**src/design/hmic_pkg.sv**
```systemverilog
// Purpose: shared constants for the hub mode and interrupt control block
// Assumes: 20 MHz system clock, byte-wide serial register port
// Notes:   offsets are serial-port register addresses
package hmic_pkg;
    localparam logic [7:0] EVENT_STATUS_ADDR = 8'he8;
    localparam logic [7:0] EVENT_MASK_ADDR   = 8'he9;
    localparam logic [7:0] ILOCK_ADDR        = 8'he7;
    localparam logic [7:0] EVENT_STATUS_RST  = 8'h00;
    localparam logic [7:0] EVENT_MASK_RST    = 8'h00;
    // interlock register: bit 0 holds off the communication stage while HUB_CONNECT is low
    localparam int         ILOCK_CONNECT_BIT = 0;
    localparam logic [7:0] ILOCK_RST         = 8'h01;
    localparam int         EVENT_BITS        = 8;
    // reference clock select encodings, frequency in kHz
    localparam logic [1:0] REFSEL_38M4 = 2'h0;
    localparam logic [1:0] REFSEL_26M0 = 2'h1;
    localparam logic [1:0] REFSEL_19M2 = 2'h2;
    localparam logic [1:0] REFSEL_12M0 = 2'h3;
    localparam int         REF_KHZ_38M4 = 38400;
    localparam int         REF_KHZ_26M0 = 26000;
    localparam int         REF_KHZ_19M2 = 19200;
    localparam int         REF_KHZ_12M0 = 12000;

    typedef enum logic [1:0] {
        HMIC_STANDBY,
        HMIC_BYPASS,
        HMIC_HUB
    } hmic_mode_t;

    typedef enum logic [1:0] {
        HMIC_ST_IDLE,
        HMIC_ST_WAIT,
        HMIC_ST_COMM
    } hmic_stage_t;
endpackage

```
**src/design/hmic_evt_if.sv**
```systemverilog
// Purpose: carries event sources and their latched status between modules
// Assumes: single clock domain
// Notes:   none
`timescale 1ns/1ps
interface hmic_evt_if #(parameter int N = 8);
    logic [N-1:0] cond;
    logic [N-1:0] clr;
    logic [N-1:0] status;
    modport ctrl (output cond, output clr, input status);
    modport latch (input cond, input clr, output status);
endinterface

```
**src/design/hmic_top.sv**
```systemverilog
// Purpose: mode select, connect control, ref select and interrupt pin
// Assumes: serial port already decoded into addr/wdata/wr/rd strobes
// Notes:   Notes on behaviour
`timescale 1ns/1ps
module hmic_top
    import hmic_pkg::*;
#(
    parameter int N = EVENT_BITS
) (
    input  wire logic         CLK,            // 20 MHz system clock
    input  wire logic         RESET,          // sync reset, active high
    input  wire logic         MODE_RESET_N,   // mode pin, active low reset
    input  wire logic         MODE_BYPASS_N,  // mode pin, active low bypass
    input  wire logic         HUB_CONNECT,    // connect request input
    input  wire logic [1:0]   REF_SEL,        // reference clock select
    input  wire logic         REF_CLOCK_IN,   // reference clock, sampled
    input  wire logic         HUB_CONFIGURED, // hub configured by host
    input  wire logic         HUB_SUSPENDED,  // whole hub suspended
    input  wire logic         PORT_SUSPENDED, // selective port suspend
    input  wire logic [N-1:0] EVENT_COND,     // interrupt conditions
    input  wire logic [7:0]   SP_ADDR,        // serial register address
    input  wire logic [7:0]   SP_WDATA,       // serial write data
    input  wire logic         SP_WR,          // write strobe
    input  wire logic         SP_RD,          // read strobe
    output logic [7:0]        SP_RDATA,       // read data, registered
    output logic              INT_N_O,        // pin output value, always 0
    output logic              INT_N_OE_N,     // low while pulling pin low
    output logic              MODE_STANDBY,   // in standby
    output logic              MODE_BYPASS,    // in bypass, switch on
    output logic              MODE_HUB,       // full hub mode
    output logic              COMM_STAGE,     // communication stage entered
    output logic [1:0]        REF_SEL_LATCHED,// latched ref select
    output logic              REF_EDGE        // one-cycle ref rising edge
);
    hmic_evt_if #(.N(N)) evt ();

    hmic_mode_t   mode;
    hmic_stage_t  stage_reg, stage_next;
    logic [7:0]   mask_reg;
    logic [7:0]   ilock_reg;
    logic         susp_sel_reg;
    logic [7:0]   rdata_reg;
    logic [1:0]   refsel_reg;
    logic         ref_prev_reg;
    logic         conn_prev_reg;
    logic         hub_prev_reg;

    // mode decode from the two active-low pins
    wire mode_hub     = MODE_RESET_N & MODE_BYPASS_N;
    wire mode_bypass  = MODE_RESET_N & ~MODE_BYPASS_N;
    // reset low with either bypass level is standby
    wire mode_standby = ~MODE_RESET_N;
    assign mode = mode_hub ? HMIC_HUB :
                  (mode_bypass ? HMIC_BYPASS : HMIC_STANDBY);
    assign MODE_STANDBY = (mode == HMIC_STANDBY);
    assign MODE_BYPASS  = (mode == HMIC_BYPASS);
    assign MODE_HUB     = (mode == HMIC_HUB);

    // register decode
    wire wr_status = SP_WR & (SP_ADDR == EVENT_STATUS_ADDR) & mode_hub;
    wire wr_mask   = SP_WR & (SP_ADDR == EVENT_MASK_ADDR) & mode_hub;
    wire wr_ilock  = SP_WR & (SP_ADDR == ILOCK_ADDR) & mode_hub;
    wire hold_bit  = ilock_reg[ILOCK_CONNECT_BIT];

    // write one to clear status bits
    assign evt.cond = mode_hub ? EVENT_COND : '0;
    assign evt.clr  = wr_status ? SP_WDATA[N-1:0] : '0;

    hmic_event_latch #(.N(N)) u_latch (
        .clk   (CLK),
        .reset (RESET | ~mode_hub),
        .evt   (evt)
    );

    // reference clock: only its rising edges are used
    wire ref_rise = REF_CLOCK_IN & ~ref_prev_reg;
    assign REF_EDGE = ref_rise;

    // connect edge detect
    wire conn_rise = HUB_CONNECT & ~conn_prev_reg;
    wire hub_entry = mode_hub & ~hub_prev_reg;

    // communication stage sequencing
    always_comb begin
        stage_next = stage_reg;
        case (stage_reg)
            HMIC_ST_IDLE: begin
                if (mode_hub)
                    stage_next = HMIC_ST_WAIT;
            end
            HMIC_ST_WAIT: begin
                if (HUB_CONNECT)
                    stage_next = HMIC_ST_COMM;
                else if (conn_rise)
                    stage_next = HMIC_ST_COMM;
                else if (!hold_bit)
                    stage_next = HMIC_ST_COMM;
            end
            HMIC_ST_COMM: begin
                stage_next = HMIC_ST_COMM;
            end
            default: begin
                stage_next = HMIC_ST_IDLE;
            end
        endcase
        if (!mode_hub)
            stage_next = HMIC_ST_IDLE;
    end
    assign COMM_STAGE = (stage_reg == HMIC_ST_COMM);

    always_ff @(posedge CLK) begin
        if (RESET) begin
            stage_reg     <= HMIC_ST_IDLE;
            ref_prev_reg  <= 1'b0;
            conn_prev_reg <= 1'b0;
            hub_prev_reg  <= 1'b0;
        end else begin
            stage_reg     <= stage_next;
            ref_prev_reg  <= REF_CLOCK_IN;
            conn_prev_reg <= HUB_CONNECT;
            hub_prev_reg  <= mode_hub;
        end
    end

    // configuration registers; lost outside hub mode
    always_ff @(posedge CLK) begin
        if (RESET || !mode_hub) begin
            mask_reg     <= EVENT_MASK_RST;
            ilock_reg    <= ILOCK_RST;
            susp_sel_reg <= 1'b0;
        end else begin
            if (wr_mask)
                mask_reg <= SP_WDATA;
            if (wr_ilock) begin
                ilock_reg    <= SP_WDATA;
                susp_sel_reg <= SP_WDATA[7];
            end
        end
    end

    // ref select latched on entry to hub mode
    always_ff @(posedge CLK) begin
        if (RESET)
            refsel_reg <= REFSEL_38M4;
        else if (hub_entry)
            refsel_reg <= REF_SEL;
    end
    assign REF_SEL_LATCHED = refsel_reg;

    // register read mux
    wire [7:0] status_word = {{(8-N){1'b0}}, evt.status};
    wire [7:0] rd_mux =
        (SP_ADDR == EVENT_STATUS_ADDR) ? status_word :
        (SP_ADDR == EVENT_MASK_ADDR)   ? mask_reg :
        (SP_ADDR == ILOCK_ADDR)        ? {susp_sel_reg, ilock_reg[6:0]} :
                                         8'h00;
    always_ff @(posedge CLK) begin
        if (RESET)
            rdata_reg <= 8'h00;
        else if (SP_RD)
            rdata_reg <= mode_hub ? rd_mux : 8'h00;
    end
    assign SP_RDATA = rdata_reg;

    // interrupt pin: general event or suspend level
    wire gen_int  = |(status_word & mask_reg);
    // port suspend intentionally unused here
    wire susp_low = ~HUB_CONFIGURED | HUB_SUSPENDED;
    wire pull_low = mode_hub &
                    (susp_sel_reg ? susp_low : gen_int);
    assign INT_N_O    = 1'b0;
    assign INT_N_OE_N = ~pull_low;

    wire unused_ok = PORT_SUSPENDED;
endmodule

```
**src/design/hmic_event_latch.sv**
```systemverilog
// Purpose: per-bit latched, new-event-only status capture
// Assumes: cond synchronous to clk
// Notes:   set beats clear in the same cycle
`timescale 1ns/1ps
module hmic_event_latch
    import hmic_pkg::*;
#(
    parameter int N = EVENT_BITS
) (
    input  wire logic clk,   // system clock
    input  wire logic reset, // sync reset, high
    hmic_evt_if.latch evt    // conditions, clears, status
);
    logic [N-1:0] cond_prev_reg;
    logic [N-1:0] status_reg;

    genvar i;
    generate
        for (i = 0; i < N; i++) begin : g_bit
            wire rise = evt.cond[i] & ~cond_prev_reg[i];
            always_ff @(posedge clk) begin
                if (reset) begin
                    cond_prev_reg[i] <= 1'b0;
                    status_reg[i]    <= 1'b0;
                end else begin
                    cond_prev_reg[i] <= evt.cond[i];
                    // held until cleared, even when cond drops
                    if (rise)
                        status_reg[i] <= 1'b1;
                    else if (evt.clr[i])
                        status_reg[i] <= 1'b0;
                end
            end
        end
    endgenerate

    assign evt.status = status_reg;
endmodule

```
**config.mk**
```make
export PLATFORM = sky130hd
export DESIGN_NAME = hmic_top
export DESIGN_NICKNAME = d
export VERILOG_FILES = /design/src/design/hmic_pkg.sv /design/src/design/hmic_evt_if.sv /design/src/design/hmic_top.sv /design/src/design/hmic_event_latch.sv
export SDC_FILE = /design/constraint.sdc
export NUM_CORES = 1
export LEC_CHECK = 0
export ABC_CLOCK_PERIOD_IN_PS = 2900
export BUFFER_PORTS_ARGS = -buffer_cell sky130_fd_sc_hd__buf_2
export CORE_MARGIN = 1.5
export CORE_UTILIZATION = 25
export DETAILED_ROUTE_END_ITERATION = 16
export HOLD_SLACK_MARGIN = 0.05
export PLACE_DENSITY = 0.5
export SYNTH_ARGS = -nofsm -noshare
export SYNTH_HDL_FRONTEND = slang
export SYNTH_SLANG_ARGS = --single-unit
export TNS_END_PERCENT = 50
```
**constraint.sdc**
```tcl
create_clock -name CLK -period 2.9 [get_ports CLK]
set_clock_uncertainty 0.1 [all_clocks]
set_input_delay 0.435 -clock CLK [delete_from_list [all_inputs] [get_ports CLK]]
set_output_delay 0.435 -clock CLK [all_outputs]
set_load 0.02 [all_outputs]
```
==> out/qor.yml <==
logic_synthesis:
  avgSynthCellArea_um2: 9.94
  synth_enable_flop_cells: 0
  yosysWarnings: 0
  ys_seq_elements: 46
  synth_top_family_by_area: "simple AND/OR/NAND/NOR gates"
  synthSimpleGateAreaFrac_pct: 22.3
  syn-num-nets: 256
  synth_compound_area_share_pct: 17.2
  synth-adder-area-share_pct: 1.75
  ys_seq_area_share_pct: 42.9
  netlist_area_mm2: 0.00215
  synth_xor_xnor_area_share_pct: 0
  ys.flop_type: "dfxtp_1"
  synthCells: 216
  async_flop_share_pct: 0
  ys_types: 34
  synthMuxAreaShare_pct: 9.32
sta:
  tightestPinTransition_ns: 0.585
  period_share_pct: 69.4
  setup-violations-final: 0
  fin_tns_setup_ns: 0
  finalMaxSlewViolations: 0
  hold_slack_ns: 0.248
  slew_headroom_pct: 61.0
  min_period_ns: 2.01
  hold_viol: 0
  fmax_ghz: 0.497
  rsz0062_at_grt: "no"
worst_setup_path:
  rrSetupSlack_ns: 1.70
  cp-start-kind: "flip-flop"
  crit_path_max_fanout: 3
  crit_type: "flip-flop to primary output"
  arrival_ns: 1.48
  r2r_cells: 5
  worstReg2RegStart: "stage_reg[1]"
  cp-end-kind: "primary output"
  reg2reg_to: "stage_reg[1]"
  cp_data_required_time_ns: 2.37
flow_run:
  max_cap_violations: 0
cts:
  cts-root-buf: "clkbuf_8"
  clock_latency_ns: 0.30
  cts_tree: "done"
  clkSinkCount: 46
  max-clock-path-buffers: 2
  cts_resized: 0
  htreeDepth: 2
  cts_setup_buffers: 0
  clkTransAtPathRegs_ns: 0.08
  postCtsHoldBufs: 0
  cts_buffers: 5
floorplanning:
  die-area_mm2: 0.00915
  core_mm2: 0.00826
  start_util_pct: 26.0
  die_x_um: 95.7
  ios: 54
  rows: 33
  die_y_um: 95.7
finish:
  final_common_cell: "buf_2"
  drive_above_1_share_pct: 29.8
  antenna_cells: 0
  syn2layout_area_growth_pct: 18.2
  num-nets-final: 301
  fillerInstances: 892
  layout_common_cells: "buf_2 (51), dfxtp_1 (46), nand2_1 (40), mux2i_1 (20), a221oi_1 (15)"
placement:
  detailed_place_hpwl_um: 3970
  port_buffers: 51
  gp_congestion: 0.738
global_routing:
  antenna_found_initial: 0
  grt_pass1_wl_um: 8860
  grt_pass1_vias: 1712
  gr-total-overflow: 0
  track_usage_pct: 13.1
  grt_max_degree: 39
power_and_ir_drop:
  p_per_area_mw_per_mm2: 455
  p_leak_nw: 0.998
  vdd_drop_max_v: 0.000159
drt:
  wl_um: 5600
  viasPerCell: 4.75
  drc_errors: 0
  avgRoutedWirePerCell_um: 15.3
  top_layer: "met4"
  drt-initial-drc-count: 95
  dr_wl_met3_um: 274
  dr.pass1.iters: 5
  drtAntennaViolNets: 0
  m1WireLength_um: 2710
  vias: 1745
  wl_met2_um: 2520
outcome:
  status: "finished, final reports clean"
hold_path:
  hp-start: "EVENT_COND[7]"
  hold_end: "u_latch.cond_prev_reg[7]"
  hold_path_depth: 2
  hold_path_class: "primary input to flip-flop"
## synthesized netlist by cell type (2+ instances only)
cell type / number / area, um^2
dfxtp_1: 46 / 921
nand2_1: 40 / 150
mux2i_1: 20 / 200
a221oi_1: 15 / 131
and2_1: 9 / 56.3
a31o_1: 8 / 70.1
nand4_1: 8 / 50.1
nor3b_1: 8 / 60.1
o211ai_2: 8 / 100
nor2_1: 7 / 26.3
buf_4: 6 / 45.0
clkbuf_1: 5 / 18.8
inv_1: 5 / 18.8
buf_6: 4 / 45.0
ha_1: 3 / 37.5
nand3b_1: 3 / 22.5
a221oi_2: 2 / 30.0
and3_1: 2 / 12.5
nor2b_1: 2 / 12.5
## routing by layer
metal	vias to the layer above	GRT usage (%)
li1	880	-
met1	822	17.3
met2	37	20.7
met3	6	3.51
met4	0	4.29
met5	-	0
## how the worst max path moves through the flow
stage                  start  depth (start not counted)      endpoint  slack [ns]
4_1_cts          mask_reg[4]                          4    INT_N_OE_N        0.88
5_1_grt          mask_reg[4]                          4    INT_N_OE_N        0.84
6_report         mask_reg[4]                          4    INT_N_OE_N        0.89
2_1_floorplan  MODE_BYPASS_N                          3    INT_N_OE_N        1.32
3_5_place_dp      SP_ADDR[4]                          4  ilock_reg[1]        0.81
3_3_place_gp      SP_ADDR[4]                          4  ilock_reg[4]        0.84
## cell families (layout without fill, tap and decap cells)
kind of cell / Yosys count / in the layout
DFF: 46 / 46
AOI/OAI and AO/OA: 38 / 38
buffers and inverters: 22 / 68
and+or+nand+nor: 86 / 86
muxes: 20 / 20
other: 1 / 1
adders and majority gates: 3 / 3
## where the power goes
part / total, mW / internal, mW / switching, mW / leakage [nW]
sequential: 0.647 / 0.641 / 0.00600 / 0.373
combinational: 0.102 / 0.0409 / 0.0607 / 0.577
clock: 0.407 / 0.193 / 0.214 / 0.0482
## final cells by class
cell class	count	area, um^2	share of cell area (%)
clock buffers	7	86.3	3.40
clock inverters	1	5.00	0.197
inverters	5	18.8	0.740
multi-input cells	148	1090	42.9
flip-flops and latches	46	921	36.3
well taps	105	131	5.18
repair buffers	55	285	11.2
## worst max-delay path: stages (launching register included)
cell and delay [ns]:
dfxtp_1 0.33, a22o_1 0.25, a221oi_1 0.24, a31o_2 0.20
buf_2 0.16
## metrics by stage
| stage | setup WS (ns) | utilization (%) | std cells | total power, mW | cell area, um^2 |
|---|---|---|---|---|---|
| 5_1_grt | 0.840 | 30.7 | 367 | 1.21 | 2540 |
| 4_1_cts | 0.877 | 30.7 | 367 | 1.17 | 2540 |
| 6_report | 0.887 | 30.7 | 367 | 1.16 | 2540 |
| 2_1_floorplan | 1.32 | - | 216 | 0.719 | 2150 |
| 3_5_place_dp | 0.805 | 29.6 | 359 | 0.764 | 2450 |
| 3_3_place_gp | 0.835 | 29.6 | 359 | 0.764 | 2450 |
(Power assumes the default switching activity.)
